### src/adccc_regs.svh
// register offsets, field positions and reset values of the converter control
`ifndef ADCCC_REGS_SVH
`define ADCCC_REGS_SVH
`define ADCCC_OFS_START   8'h50
`define ADCCC_OFS_SETUP   8'h51
`define ADCCC_OFS_MEAN    8'h53
`define ADCCC_OFS_LOWEST  8'h54
`define ADCCC_OFS_HIGHEST 8'h55
`define ADCCC_LAUNCH_BIT  0
`define ADCCC_CHAN_LSB    0
`define ADCCC_CHAN_MSB    2
`define ADCCC_AVG_LSB     3
`define ADCCC_AVG_MSB     5
`define ADCCC_SETUP_MASK  8'h3F
`define ADCCC_RST_BYTE    8'h00
`define ADCCC_LOW_INIT    8'hFF
`define ADCCC_SUM_W       15
`endif

### src/adccc_pkg.sv
// types shared by the converter control files
`default_nettype none
package adccc_pkg;
  typedef enum logic [2:0] {
    ADCCC_IDLE = 3'b001,
    ADCCC_WAIT = 3'b010,
    ADCCC_DONE = 3'b100
  } adccc_state_e;
  typedef enum logic [2:0] {
    ADCCC_CH_HAPTIC  = 3'h0,
    ADCCC_CH_MONITOR = 3'h1,
    ADCCC_CH_CHARGER = 3'h3,
    ADCCC_CH_PUMP    = 3'h4,
    ADCCC_CH_BOOST   = 3'h5
  } adccc_chan_e;
endpackage
`default_nettype wire

### src/adccc_top.sv
// converter launch, averaging and result registers
`default_nettype none
`include "adccc_regs.svh"
//
// Contract
// - writing one to launch bit while idle starts sequence
// - launch bit stays set, self-clears when done
// - average field selects two-power measurement count
// - channel field selects converter input node
// - mean of measurements goes to mean register
// - smallest measurement goes to lowest register
// - largest measurement goes to highest register
module adccc_top import adccc_pkg::*; #(
  parameter int DATA_W = 8
) (
  // clock and reset
  input  wire logic              clock,
  input  wire logic              reset,
  // register port
  input  wire logic [7:0]        reg_addr,
  input  wire logic              reg_write,
  input  wire logic [7:0]        reg_wdata,
  output logic [7:0]             reg_rdata,
  // analog converter handshake
  output logic                   conv_request,
  output logic [2:0]             conv_channel,
  input  wire logic              conv_done,
  input  wire logic [DATA_W-1:0] conv_data,
  // status
  output logic                   busy
);
  adccc_state_e            state;
  adccc_state_e            next_state;
  logic                    launch;
  logic                    next_launch;
  logic [5:0]              setup;
  logic [5:0]              next_setup;
  logic [7:0]              remain;
  logic [7:0]              next_remain;
  logic [7:0]              mean;
  logic [7:0]              next_mean;
  logic [7:0]              lowest_q;
  logic [7:0]              next_lowest_q;
  logic [7:0]              highest_q;
  logic [7:0]              next_highest_q;
  logic [`ADCCC_SUM_W-1:0] sum;
  logic [DATA_W-1:0]       run_low;
  logic [DATA_W-1:0]       run_high;
  logic                    start_wr;
  logic                    setup_wr;
  logic [2:0]              avg_code;
  logic [2:0]              wr_chan;

  // write decode
  function automatic logic hit(input logic [7:0] a, input logic [7:0] o);
    hit = (a == o);
  endfunction

  assign start_wr = reg_write && hit(reg_addr, `ADCCC_OFS_START)
                    && reg_wdata[`ADCCC_LAUNCH_BIT];
  assign setup_wr = reg_write && hit(reg_addr, `ADCCC_OFS_SETUP);
  assign avg_code = setup[`ADCCC_AVG_MSB:`ADCCC_AVG_LSB];
  assign conv_channel = setup[`ADCCC_CHAN_MSB:`ADCCC_CHAN_LSB];
  assign wr_chan = reg_wdata[`ADCCC_CHAN_MSB:`ADCCC_CHAN_LSB]; // write field
  assign busy = launch;

  // running statistics, restarted by an accepted launch write
  adccc_stats #(.DATA_W(DATA_W)) u_stats (
    .clock        (clock),
    .reset        (reset),
    .clear        (start_wr && state == ADCCC_IDLE),
    .sample_valid (conv_done && state == ADCCC_WAIT),
    .sample       (conv_data),
    .sum          (sum),
    .lowest       (run_low),
    .highest      (run_high)
  );

  // sequencer next values
  always_comb begin
    next_state     = state;
    next_launch    = launch;
    next_setup     = setup;
    next_remain    = remain;
    next_mean      = mean;
    next_lowest_q  = lowest_q;
    next_highest_q = highest_q;
    conv_request   = 1'b0;
    if (setup_wr) next_setup = reg_wdata[`ADCCC_AVG_MSB:`ADCCC_CHAN_LSB];
    case (state)
      // idle: wait for a launch write
      ADCCC_IDLE: begin
        if (start_wr) begin
          next_launch = 1'b1;
          next_remain = 8'(1 << avg_code);
          next_state  = ADCCC_WAIT;
        end
      end
      // wait: one measurement per done pulse
      ADCCC_WAIT: begin
        conv_request = 1'b1;
        if (conv_done) begin
          next_remain = remain - 8'h01;
          if (remain == 8'h01) next_state = ADCCC_DONE;
        end
      end
      // done: load results and release the launch bit
      ADCCC_DONE: begin
        next_mean      = 8'(sum >> avg_code);
        next_lowest_q  = 8'(run_low);
        next_highest_q = 8'(run_high);
        next_launch    = 1'b0;
        next_state     = ADCCC_IDLE;
      end
      default: begin
        next_state  = ADCCC_IDLE;
        next_launch = 1'b0;
      end
    endcase
  end

  // sequencer registers
  always_ff @(posedge clock) begin
    if (reset) begin
      state     <= ADCCC_IDLE;
      launch    <= 1'b0;
      setup     <= 6'(`ADCCC_RST_BYTE);
      remain    <= 8'h00;
      mean      <= `ADCCC_RST_BYTE;
      lowest_q  <= `ADCCC_RST_BYTE;
      highest_q <= `ADCCC_RST_BYTE;
    end else begin
      state     <= next_state;
      launch    <= next_launch;
      setup     <= next_setup;
      remain    <= next_remain;
      mean      <= next_mean;
      lowest_q  <= next_lowest_q;
      highest_q <= next_highest_q;
    end
  end

  // read mux, unmapped reads zero
  always_comb begin
    case (reg_addr)
      `ADCCC_OFS_START:   reg_rdata = {7'h00, launch};
      `ADCCC_OFS_SETUP:   reg_rdata = {2'h0, setup};
      `ADCCC_OFS_MEAN:    reg_rdata = mean;
      `ADCCC_OFS_LOWEST:  reg_rdata = lowest_q;
      `ADCCC_OFS_HIGHEST: reg_rdata = highest_q;
      default:            reg_rdata = 8'h00;
    endcase
  end
endmodule
`default_nettype wire

### src/adccc_stats.sv
// running sum, minimum and maximum of one measurement sequence
`default_nettype none
`include "adccc_regs.svh"
module adccc_stats import adccc_pkg::*; #(
  parameter int DATA_W = 8
) (
  // clock and reset
  input  wire logic                   clock,
  input  wire logic                   reset,
  // control
  input  wire logic                   clear,
  input  wire logic                   sample_valid,
  input  wire logic [DATA_W-1:0]      sample,
  // accumulated values
  output logic [`ADCCC_SUM_W-1:0]     sum,
  output logic [DATA_W-1:0]           lowest,
  output logic [DATA_W-1:0]           highest
);
  logic [`ADCCC_SUM_W-1:0] next_sum;
  logic [DATA_W-1:0]       next_lowest;
  logic [DATA_W-1:0]       next_highest;

  // accumulate or restart
  always_comb begin
    next_sum     = sum;
    next_lowest  = lowest;
    next_highest = highest;
    if (clear) begin
      next_sum     = '0;
      next_lowest  = '1;
      next_highest = '0;
    end else if (sample_valid) begin
      next_sum = sum + `ADCCC_SUM_W'(sample);
      if (sample < lowest) next_lowest = sample;
      if (sample > highest) next_highest = sample;
    end
  end

  // registers
  always_ff @(posedge clock) begin
    if (reset) begin
      sum     <= '0;
      lowest  <= '1;
      highest <= '0;
    end else begin
      sum     <= next_sum;
      lowest  <= next_lowest;
      highest <= next_highest;
    end
  end
endmodule
`default_nettype wire

### config.mk
export PLATFORM = sky130hd
export DESIGN_NAME = adccc_top
export DESIGN_NICKNAME = d
export VERILOG_FILES = /design/src/adccc_pkg.sv /design/src/adccc_top.sv /design/src/adccc_stats.sv
export VERILOG_INCLUDE_DIRS = /design/src /design/src/src
export SDC_FILE = /design/constraint.sdc
export NUM_CORES = 1
export LEC_CHECK = 0
export ABC_AREA = 1
export BUFFER_PORTS_ARGS = -buffer_cell sky130_fd_sc_hd__buf_2
export CORE_ASPECT_RATIO = 0.5
export CORE_MARGIN = 2
export CORE_UTILIZATION = 60
export CTS_CLUSTER_DIAMETER = 150
export DETAILED_ROUTE_END_ITERATION = 8
export HOLD_SLACK_MARGIN = 0.03
export PLACE_DENSITY = 0.88
export SETUP_SLACK_MARGIN = 0.3
export SLEW_MARGIN = 20
export SYNTH_ARGS = -nofsm -noshare
export SYNTH_HDL_FRONTEND = slang
export SYNTH_SLANG_ARGS = --single-unit
### constraint.sdc
create_clock -name clock -period 3.2 [get_ports clock]
set_input_delay 0.16 -clock clock [delete_from_list [all_inputs] [get_ports clock]]
set_output_delay 0.16 -clock clock [all_outputs]
set_load 0.05 [all_outputs]
# After elaboration in Yosys (flattened, before gate mapping)
# Cells that the tools add are included.
[word_totals]
regBits = 73
inputBits = 28
out_inout_bits = 13
wordCells = 52
[classes]
n_addsub = 2
order_cmp = 2
eq_ne = 12
shift = 2
muxes = 11
n_bitwise = 1
n_reduce_logical = 12
[ops]
columns = ["cell", "n"]
rows = [
  ["== test 8 x 7 -> 1 bit (second input constant)", 5],
  ["one-hot mux 8 bit (5 select lines)", 1],
  ["two-way mux 8 bit", 2],
  ["one-hot mux 8 bit (2 select lines)", 1],
  ["adder 15 x 8 -> 15 bit", 1],
  ["right shift 15 x 3 -> 8 bit", 1],
  ["two-way mux 3 bit", 3],
  ["== test 8 x 1 -> 1 bit (second input constant)", 1],
  ["greater-than comparator 8 bit", 1],
  ["< comparator 8 bit", 1],
  ["left shift 1 x 3 -> 8 bit (first input constant)", 1],
  ["subtractor 8 x 1 -> 8 bit (second input constant)", 1],
  ["one-hot mux 3 bit (2 select lines)", 1],
  ["AND reduction 2 bit", 3],
  ["AND reduction 3 bit", 2],
  ["logical AND 1 bit", 5],
  ["inequality test 2 bit (second input constant)", 2],
  ["== test 3 x 1 -> 1 bit (second input constant)", 1],
  ["== test 3 x 2 -> 1 bit (second input constant)", 1],
  ["== test 3 bit (second input constant)", 1],
  ["two-way mux 1 bit", 2],
  ["inequality test 2 x 1 -> 1 bit (second input constant)", 1],
  ["one-hot mux 1 bit (2 select lines)", 1],
  ["nonzero test 2 bit", 1],
  ["2 further kinds", 2],
]

# Depth between registers and ports, before layout
# Gate-level depths: netlist of run 1.
[logic_depth]
word_depth = 5
depth_mapped = 12

# Cells and area by module
# From an unflattened synthesis of run 1, not the netlist that was laid out.
[unflattened]
cells_unflattened = 756
hier_area_um2 = 4732.0
[by_module_without_submodules]
columns = ["mod", "n_inst", "cells_per_inst", "area_per_inst_um2", "seq_area_each_um2"]
rows = [
  ["adccc_top", 1, 433, 2573.7, 840.8],
  ["adccc_stats", 1, 323, 2158.3, 620.6],
]

# Least setup slack after synthesis of run 1
# Ideal clock, no wire load.
[synth_path]
path_kind = "reg2reg"
startpoint = "reg state[0]"
endpoint = "reg launch (netlist: busy)"
arrival_time_ns = 1.532
required_time_ns = 3.078
path_slack_ns = 1.546
path_stages_with_launch = 7
period_less_slack_ns = 1.654
cell_sequence = "dfxtp_1 > inv_1 > nand3_4 > clkinv_1 > or2_2 > nand2_1 > a21oi_1"
[synth_via]
elab_chain_cells = 3
[synth_rtl]
columns = ["element", "line_no", "text"]
rows = [
  ["from (decl)", "adccc_top.sv:32", "adccc_state_e state;"],
  ["from (signal assigned)", "adccc_top.sv:133", "state <= next_state;"],
  ["== test 3 x 1 -> 1 bit or == test 3 x 2 -> 1 bit (tied branches)", "adccc_top.sv:90", "case (state)"],
  ["inequality test 2 bit (no line) or inverter 1 bit (tied branches)", "--", ""],
  ["AND reduction 2 bit (no line)", "--", ""],
  ["to (signal assigned)", "adccc_top.sv:134", "launch <= next_launch;"],
  ["to (decl)", "adccc_top.sv:34", "logic launch;"],
]
# Parallel ways exist; a longest one is shown, timed or not.
# A chain may end at the register's enable or synchronous reset.

# Final worst setup path of run 1
[layout_path]
startpoint = "in reg_addr[1]"
endpoint = "out reg_rdata[1]"
[layout_via]
elab_chain_cells = 2
[layout_rtl]
columns = ["element", "line_no", "text"]
rows = [
  ["from (decl)", "adccc_top.sv:20", "input wire logic [7:0] reg_addr,"],
  ["== test 8 x 7 -> 1 bit", "adccc_top.sv:145", "case (reg_addr)"],
  ["one-hot mux 8 bit (5 select lines) *", "adccc_top.sv:145", ""],
  ["to (decl)", "adccc_top.sv:23", "output logic [7:0] reg_rdata,"],
]
# Every way passes the cells marked *; elsewhere a longest branch is shown, timed or not.

==> metrics.txt, run 1 <==
status finished, final reports clean; ys flop type dfxtp_1; effective utilization at floorplan 0.616; Worst-path clk slew 0.05 ns; Post-layout nets 765; Top delay family on crit path simple AND/OR/NAND/NOR gates; height of the die 65.1 um; commonest non-fill, non-tap cell in the layout nand2_1; syn avg cell area 6.55 um2; Setup Buffers After CTS 0; drt wl/cell 14.1 um; clock buffer depth 2; crit-path max cell delay 0.76 ns; # IOs 41; most frequent cells in the layout 176 x nand2_1, 74 x nor2_1, 73 x dfxtp_1; Async S/R FF share, synth 0; # diodes 0; internal power 1.63 mW; final hold viol count 0; Synthesized Nets 737; drt pass-1 iters 5; Register Area 1460 um2; Setup Skew 0.00982 ns; max-slew violation count 0; RSZ-0062 raised after global routing no; Max IR drop VDD 0.291 mV; Leakage 2.36 nW; DRC 0; Post-DRT Antenna Nets 0; # hold bufs at CTS 0; Critical Path Slowest Stage Cell nor3_1; H-tree Lvls 3; final-report setup violation count 0; dpl cell area 4680 um2; fin area 5000 um2; Critical Path RT 3.04 ns; Die ar. 8210 um2; worst hold slack 0.0934 ns; Hold Crit Class in -> reg; global-route wire length before repair 19.6 mm; clk_lat worst skew 0.35 ns; worst path cell trace buf_2 -> or2_1 -> nor3_1 -> nand2_1 -> o2111ai_1 -> buf_2; Die Wd 126 um; Layout area overhead 11.7%; Final Util 0.688; NetSw 0.473 mW; Seq/Total Area, Yosys 0.327; via count 4,571; Mapped Cells 683; post-synthesis simple-gate area fraction 0.342; largest fanout on the critical path 8; clk root buf clkbuf_16; Vias per Instance 5.63; CTS tree done; Worst Setup Path Type in -> out; crit share post-route 0.638; Final Critical Period 2.04 ns; num rows 22; mux cell area share after synthesis 0; Power Density 420 nW/um2; Flop pwr share 0.433; total wire length 11.5 mm; Yosys warnings 0; CP Buf/Inv Count 2; CTS Buf Count 9; PortBufs 38; fill cell count 614; Compound-Gate Fraction of Synth Area 0.155; Placer Congestion 0.897; Max-Cap Viols 0; post-synth cell types 41; initial antenna violation count 0; TNS Setup 0 ns; Num Clock Sinks 73; global route total overflow 0; Multi-input gate area 2610 um2; Total GRT Usage 0.300; vias in the first global route 4,205; Switching Fraction 0.225; layout cells sized above 1 0.103; Max Clock Freq 490 MHz; largest family of logic cells by synthesized area simple AND/OR/NAND/NOR gates; core area 7270 um2; Initial DRC Count 387; Synth Cell Area 4480 um2; largest net degree at the start of global routing 33; EDFF count, synth 0; Comb power frac 0.048; Crit path arrival time 1.88 ns; cts repair resizes 0; Worst Tran Pin Value 0.932 ns; clock power share 0.519; Synth Area in XOR/XNOR 0.00978; adder-cell share of the synthesized area 0.0744; startpoint types input port; relative max-transition margin 0.374; Post-DP HPWL 8.11 mm; critical path capture point type output port; most frequent CP cell buf_2; Seq cells post-synth 73
-- final timing paths --
check / slack, ns / startpoint / depth (start not counted) / end
worst max-delay path: 1.16 / reg_addr[1] / 6 / reg_rdata[1]
worst min register to register: 0.46 / u_stats.lowest[3] / 2 / u_stats.lowest[3]
worst max register to register: 1.19 / state[2] / 8 / remain[4]
worst min-delay path: 0.09 / reg_wdata[2] / 3 / setup[2]
-- cells by family after synthesis --
group	count (synthesis)
simple gates	352
compound gates	127
buf+inv	100
flops	73
fa+ha+maj	26
xor+xnor	5
-- layout make-up --
cell class	instances	share of cell area
clock inverter	7	0.0190
inverter	77	0.0578
tap	96	0.0240
clock buffer	9	0.0450
sequential	73	0.292
multi-input combinational	510	0.521
timing repair buffer	40	0.0410
-- sequential cells by signal (all words and copies together), names as in the netlist, 6 cells and up --
signal and count:
u_stats.lowest 8, remain 8, u_stats.highest 8, lowest_q 8, mean 8, highest_q 8
u_stats.sum 15, setup 6
-- cell usage after synthesis, types with 2 or more instances --
master / count / area share
a21boi_0: 2 / 0.0034
a21oi_1: 61 / 0.068
a22oi_1: 2 / 0.0034
a31oi_1: 2 / 0.0028
buf_2: 4 / 0.0045
buf_4: 3 / 0.0050
buf_6: 3 / 0.0075
clkbuf_1: 11 / 0.0092
clkinv_1: 4 / 0.0034
dfxtp_1: 73 / 0.33
ha_1: 25 / 0.070
inv_1: 71 / 0.060
inv_2: 2 / 0.0017
nand2_1: 176 / 0.15
nand2_2: 2 / 0.0028
nand2_4: 2 / 0.0050
nand3_1: 67 / 0.075
nand3b_1: 8 / 0.013
nand4_1: 4 / 0.0056
nor2_1: 74 / 0.062
nor3_1: 6 / 0.0067
o2111ai_1: 5 / 0.0098
o211ai_1: 3 / 0.0050
o21ai_0: 47 / 0.053
o21bai_1: 2 / 0.0034
or2_2: 6 / 0.0084
xnor2_1: 2 / 0.0039
xor2_1: 3 / 0.0059
-- routing by layer --
metal / wire (um) / track usage / up-vias / part of all wire
met2: 4870 / 0.491 / 170 / 0.43
met4: 169 / 0.0865 / 0 / 0.015
met3: 871 / 0.0595 / 17 / 0.076
met1: 5550 / 0.406 / 2091 / 0.48
li1: - / - / 2293 / -
met5: 0 / 0 / - / 0
-- worst register-to-register path: stages, from the launching register on --
cell	delay [ns]
dfxtp_1	0.31
inv_1	0.15
nand3_4	0.16
nor2_4	0.45
inv_2	0.22
nand2_2	0.23
inv_1	0.15
nor2_1	0.15
nor2_1	0.07
-- power groups by stage --
| stage | logic, mW | clock network [mW] | registers (mW) |
|---|---|---|---|
| finish | 0.101 | 1.09 | 0.910 |
| global route | 0.116 | 1.13 | 0.909 |
| CTS | 0.0996 | 1.10 | 0.910 |
| detailed placement | 0.0986 | 0 | 0.930 |
| global placement | 0.0962 | 0 | 0.930 |
| floorplan | 0.0631 | 0 | 0.929 |
-- per-stage QoR --
step,instances,total power [mW],setup WS (ns)
floorplan,683,0.993,1.55
global placement,796,1.03,1.31
detailed placement,796,1.03,1.28
CTS,812,2.10,1.22
global route,812,2.16,1.01
finish,812,2.10,1.16
Note: power is estimated with default switching activity, not from simulation.
==> run 2: changes to the inputs <==
--- a/config.mk
+++ b/config.mk
@@ -10,11 +10,11 @@
 export BUFFER_PORTS_ARGS = -buffer_cell sky130_fd_sc_hd__buf_2
 export CORE_ASPECT_RATIO = 0.5
 export CORE_MARGIN = 2
-export CORE_UTILIZATION = 60
+export CORE_UTILIZATION = 54
 export CTS_CLUSTER_DIAMETER = 150
 export DETAILED_ROUTE_END_ITERATION = 8
 export HOLD_SLACK_MARGIN = 0.03
-export PLACE_DENSITY = 0.88
+export PLACE_DENSITY = 0.84
 export SETUP_SLACK_MARGIN = 0.3
 export SLEW_MARGIN = 20
 export SYNTH_ARGS = -nofsm -noshare
==> constraint.sdc (replaced) <==
create_clock -name clock -period 1.8 [get_ports clock]
set_input_delay 0.09 -clock clock [delete_from_list [all_inputs] [get_ports clock]]
set_output_delay 0.09 -clock clock [all_outputs]
set_load 0.05 [all_outputs]
==> run 2 against run 1 <==
Non-clock buffer count rose by 38. Combinational power rose to 2.7 times the previous value. Design area grew 20%. Count of clock-buffer cells in the layout grew 1. Via count increased by 18%. Critical path type is now reg -> reg. Largest power group unchanged. Sequential power up 77%. Clock skew up 0.0040 ns. Hold slack got worse by 0.062 ns. The flow now finishes with violations (setup timing). Core utilization increased by 5.9 points. Global-route usage increased by 1.2 points. Final cell count rose by 6.9%. First-iteration DRC count increased by 100%.
==> metrics.txt, run 2 (same netlist as run 1, synthesis figures left out) <==
CTS tree done; Critical R2R Launch u_stats.highest[2]; drt pass-1 iters 6; relative max-transition margin 0.714; worst setup slack after layout -0.0303 ns; Placer Congestion 0.917; largest fanout on the critical path 10; clk root buf clkbuf_16; Total GRT Usage 0.312; Critical Path RT 2.03 ns; Reg2Reg Setup Slack -0.03 ns; grt met1 use 0.386; Worst Setup Path Type reg -> reg; global-route wire length before repair 21.9 mm; drt wl/cell 19.4 um; Critical Path Slowest Stage Cell dfxtp_2; final hold viol count 0; Max IR drop VDD 0.477 mV; max reg flops 15; H-tree Lvls 3; layout cells sized above 1 0.316; Post-DP HPWL 8.46 mm; core area 8030 um2; largest net degree at the start of global routing 32; # diodes 0; crit-path max cell delay 0.35 ns; via count 5,378; Worst-path clk slew 0.06 ns; Post-DRT Antenna Nets 0; Die Wd 133 um; Num Clock Sinks 73; PortBufs 38; Final Critical Period 1.83 ns; effective utilization at floorplan 0.557; # IOs 41; clk_lat worst skew 0.35 ns; critical path capture point type flip-flop; Max-Cap Viols 0; clock buffer depth 2; RSZ-0062 raised after global routing yes; Hold Crit Class in -> reg; height of the die 68.4 um; violated checks setup timing; commonest non-fill, non-tap cell in the layout nand2_1; most frequent CP cell inv_1; Setup Skew 0.0138 ns; crit share post-route 1.02; grt peak-use layer met2; pre-CTS WS 0.102 ns; vias in the first global route 4,510; Layout area overhead 34.0%; Crit path arrival time 2.06 ns; CTS Buf Count 9; startpoint types flip-flop; HP Start reg_wdata[0]; status finished, violations left; worst path cell trace inv_1 -> ha_1 -> nand2_1 -> inv_1 -> nand4_1 -> nand2_2 -> clkinvlp_4 -> buf_6 -> a21oi_1 -> nor2_1; most frequent cells in the layout 148 x nand2_1, 65 x nor2_1, 60 x inv_1; Post-layout nets 805; max-slew violation count 0; reg2reg path depth 10; total wire length 16.8 mm; met2 Usage GRT 0.528; Worst Tran Pin Value 0.429 ns; Leakage 2.66 nW; Max Clock Freq 546 MHz; num rows 23; Vias per Instance 6.20; final-report setup violation count 2; met3 Track Usage GR 0.0763; Power Density 673 nW/um2; Initial DRC Count 787; Biggest register u_stats.sum; Total Power 4.04 mW; Hold EP setup[0]; FF-to-FF End u_stats.highest[4]; Hold Path Depth 3; DRC 0; Die ar. 9080 um2; global route total overflow 0; initial antenna violation count 0
-- run 2: changes by cell type in the layout (fill, tap and decap cells not counted), moves of 14 or more --
| cell | before | now |
|---|---|---|
| nand2_1 | 176 | 148 |
| dfxtp_2 | 0 | 20 |
| ha_4 | 0 | 17 |
| ha_1 | 25 | 6 |
| dfxtp_1 | 73 | 49 |
| nand2_2 | 2 | 24 |
| buf_4 | 2 | 34 |
| nand3_1 | 67 | 53 |
-- run 2: power by group --
part           leakage [nW]  internal (mW)  switching (mW)
logic                  1.89          0.101           0.174
clock network         0.169           1.40           0.754
registers             0.594           1.61        0.000616
total                  2.66           3.11           0.929
-- run 2: area by class of cell --
type / instances / area [um2]
multi-input cells: 512 / 3170
inverters: 77 / 305
clock buffers: 10 / 239
fillers: 521 / 2030
flip-flops and latches: 73 / 1500
well taps: 112 / 140
clock inverters: 6 / 115
repair buffers: 78 / 531
-- run 2: critical path, delay by kind of cell, from the launching register on --
family / cells / cell delay, ns
simple gates: 4 / 0.39
compound gates: 1 / 0.21
flops: 1 / 0.35
fa+ha+maj: 1 / 0.29
buf+inv: 4 / 0.47
-- run 2: timing repair --
action,4_1_cts,5_1_grt
setup endpoints to repair,44,46
endpoints found under the hold margin,2,0
resized for setup,66,101
cloned,2,0
hold buffers,2,0
pin swaps,22,36
buffers inserted,17,9
-- run 2: through the flow --
step,area (um2),utilization,instances,hold WS (ns),setup TNS (ns)
2_1_floorplan,4490,-,683,0.244,0
3_3_place_gp,4780,0.596,822,0.368,0
3_5_place_dp,4780,0.596,822,0.372,0
4_1_cts,5550,0.691,859,0.0314,0
5_1_grt,6000,0.747,868,0.0426,-0.142
6_report,6000,0.747,868,0.0315,-0.0354
-- run 2: worst max path at each step --
stage | cells after the start | startpoint | slack [ns] | end
floorplan | 10 | u_stats.highest[7] | 0.31 | u_stats.highest[0]
global placement | 7 | reg_addr[3] | 0.14 | setup[3]
detailed placement | 9 | u_stats.highest[7] | 0.10 | u_stats.highest[2]
CTS | 10 | u_stats.highest[5] | 0.20 | u_stats.highest[7]
global route | 10 | u_stats.highest[2] | -0.09 | u_stats.highest[4]
finish | 10 | u_stats.highest[2] | -0.03 | u_stats.highest[4]
-- run 2: routing by layer --
layer | share of wire | vias up
met5 | 0 | -
met4 | 0.064 | 0
met3 | 0.12 | 143
met2 | 0.43 | 425
met1 | 0.38 | 2433
li1 | - | 2377
==> run 3: changes to the inputs <==
--- a/config.mk
+++ b/config.mk
@@ -16,6 +16,7 @@
 export HOLD_SLACK_MARGIN = 0.03
 export PLACE_DENSITY = 0.84
 export SETUP_SLACK_MARGIN = 0.3
+export SKIP_CTS_REPAIR_TIMING = 1
 export SLEW_MARGIN = 20
 export SYNTH_ARGS = -nofsm -noshare
 export SYNTH_HDL_FRONTEND = slang
==> run 3 against run 2 <==
Core utilization decreased by 3.5 points. Maximum frequency decreased by 0.20%. Global-route usage decreased by 4.5 points. Non-clock buffer count decreased by 7. Hold slack got worse by 0.014 ns. The run still ends with setup timing left. Register-to-register slack about the same. Flip-flop and latch count unchanged. Clock skew decreased by 0.0040 ns. Critical path depth increased by 1. Highest routed layer unchanged. Sequential share of layout area increased by 1.0 points. Die area unchanged.
==> metrics.txt, run 3 (same netlist as run 1, synthesis figures left out) <==
status finished, violations left; violated checks setup timing; dpl cell area 4780 um2; fill cell count 573; # diodes 0; max reg flops 15; Hold Path Depth 3; Worst-path clk slew 0.06 ns; Post-DRT Antenna Nets 0; layout cells sized above 1 0.251; Post-Layout Cell Count 861; Final Util 0.712; # IOs 41; Vias per Instance 6.08; vias in the first global route 3,991; Worst Tran Pin Value 0.382 ns; global-route wire length before repair 18.8 mm; most frequent CP cell nand2_1; clock power share 0.534; Max-Cap Viols 0; effective utilization at floorplan 0.557; CTS tree done; Post-layout nets 798; Max Clock Freq 545 MHz; global route total overflow 0; Total GRT Usage 0.266; Register Area 1490 um2; HP Start reg_wdata[2]; worst setup slack after layout -0.0341 ns; Crit path arrival time 2.07 ns; Die Wd 133 um; crit-path max cell delay 0.34 ns; internal power 3.10 mW; CTS Buf Count 9; Final Critical Period 1.83 ns; NetSw 0.890 mW; height of the die 68.4 um; Num Clock Sinks 73; Post-DP HPWL 8.46 mm; Leakage 2.60 nW; fin area 5720 um2; Comb power frac 0.061; drt pass-1 iters 7; Total Power 3.99 mW; Die ar. 9080 um2; Inst Count DP 822; total wire length 15.3 mm; crit share post-route 1.02; Hold Crit Class in -> reg; commonest non-fill, non-tap cell in the layout nand2_1; relative max-transition margin 0.745; via count 5,237; Setup Skew 0.00975 ns; Flop pwr share 0.404; clock buffer depth 2; Layout area overhead 27.8%; Hold EP setup[2]; final hold viol count 0; final-report setup violation count 5; critical path capture point type flip-flop; H-tree Lvls 3; Reg2Reg Setup Slack -0.03 ns; Multi-input gate area 2940 um2; Critical R2R Launch u_stats.highest[1]; Placer Congestion 0.917; Initial DRC Count 758; PortBufs 38; RSZ-0062 raised after global routing yes; drt wl/cell 17.7 um; most frequent cells in the layout 162 x nand2_1, 67 x nor2_1, 62 x inv_1; Max IR drop VDD 0.545 mV; Power Density 698 nW/um2; Biggest register u_stats.sum; clk root buf clkbuf_16; num rows 23; initial antenna violation count 0; worst path cell trace inv_1 -> ha_1 -> inv_1 -> o21bai_1 -> nand2_1 -> nand2_1 -> nand2_1 -> nand2_4 -> nand3b_1 -> nand2_1 -> nor2_1; Critical Path Slowest Stage Cell dfxtp_1; largest fanout on the critical path 16; largest net degree at the start of global routing 32; Worst Setup Path Type reg -> reg; TNS Setup -0.0686 ns; max-slew violation count 0; Switching Fraction 0.223; DRC 0; Critical Path RT 2.03 ns; FF-to-FF End u_stats.highest[3]; startpoint types flip-flop; core area 8030 um2; clk_lat worst skew 0.35 ns; reg2reg path depth 11
==> run 3: changes by cell type in the layout (fill, tap and decap cells not counted), moves of 4 or more <==
cell,change
nand3_2,-7
nand3_1,+8
a21oi_1,+5
nand2_1,+14
a21oi_2,-5
dfxtp_2,-4
nand2_2,-13
dfxtp_1,+6
ha_1,+6
ha_4,-5
==> run 3: metrics by stage <==
step | hold WS (ns) | setup WS (ns)
2_1_floorplan | 0.244 | 0.311
3_3_place_gp | 0.368 | 0.143
3_5_place_dp | 0.372 | 0.102
4_1_cts | 0.0128 | 0.0616
5_1_grt | 0.0386 | -0.0901
6_report | 0.0179 | -0.0341
==> run 3: worst max-delay path by stage <==
| stage | startpoint | endpoint | slack [ns] | cells past startpoint |
|---|---|---|---|---|
| after global placement | reg_addr[3] | setup[3] | 0.14 | 7 |
| final | u_stats.highest[1] | u_stats.highest[3] | -0.03 | 11 |
| after global routing | u_stats.highest[1] | u_stats.highest[2] | -0.09 | 11 |
| after detailed placement | u_stats.highest[7] | u_stats.highest[2] | 0.10 | 9 |
| after floorplan | u_stats.highest[7] | u_stats.highest[0] | 0.31 | 10 |
| after CTS | u_stats.lowest[1] | u_stats.lowest[2] | 0.06 | 9 |
==> run 3: final cells by class <==
class | count | area share
tap | 112 | 0.0245
timing repair buffer | 71 | 0.0842
clock buffer | 10 | 0.0418
timing repair inverter | 2 | 0.00219
clock inverter | 6 | 0.0201
inverter | 77 | 0.0534
multi-input combinational | 510 | 0.513
sequential | 73 | 0.260
==> run 3: power groups by stage <==
| stage | clock [mW] | sequential [mW] | combinational, mW |
|---|---|---|---|
| after floorplan | 0 | 1.65 | 0.116 |
| after global placement | 0 | 1.65 | 0.175 |
| after detailed placement | 0 | 1.65 | 0.180 |
| after CTS | 2.13 | 1.62 | 0.183 |
| after global routing | 2.21 | 1.61 | 0.259 |
| final | 2.13 | 1.61 | 0.244 |
==> run 3: critical path, delay by kind of cell (launching register included) <==
family,cells,cell delay (ns)
AOI/OAI and AO/OA,1,0.18
adders and majority gates,1,0.32
buffers and inverters,2,0.15
DFF,1,0.34
and+or+nand+nor,7,0.72
==> run 3: layer usage <==
layer  routed length, um  GRT usage  vias up  share of wire
met3                1810     0.0622      105           0.12
met1                5860      0.354     2379           0.38
li1                    -          -     2366              -
met2                6820      0.443      387           0.45
met4                 773     0.0712        0          0.051
met5                   0          0        -              0
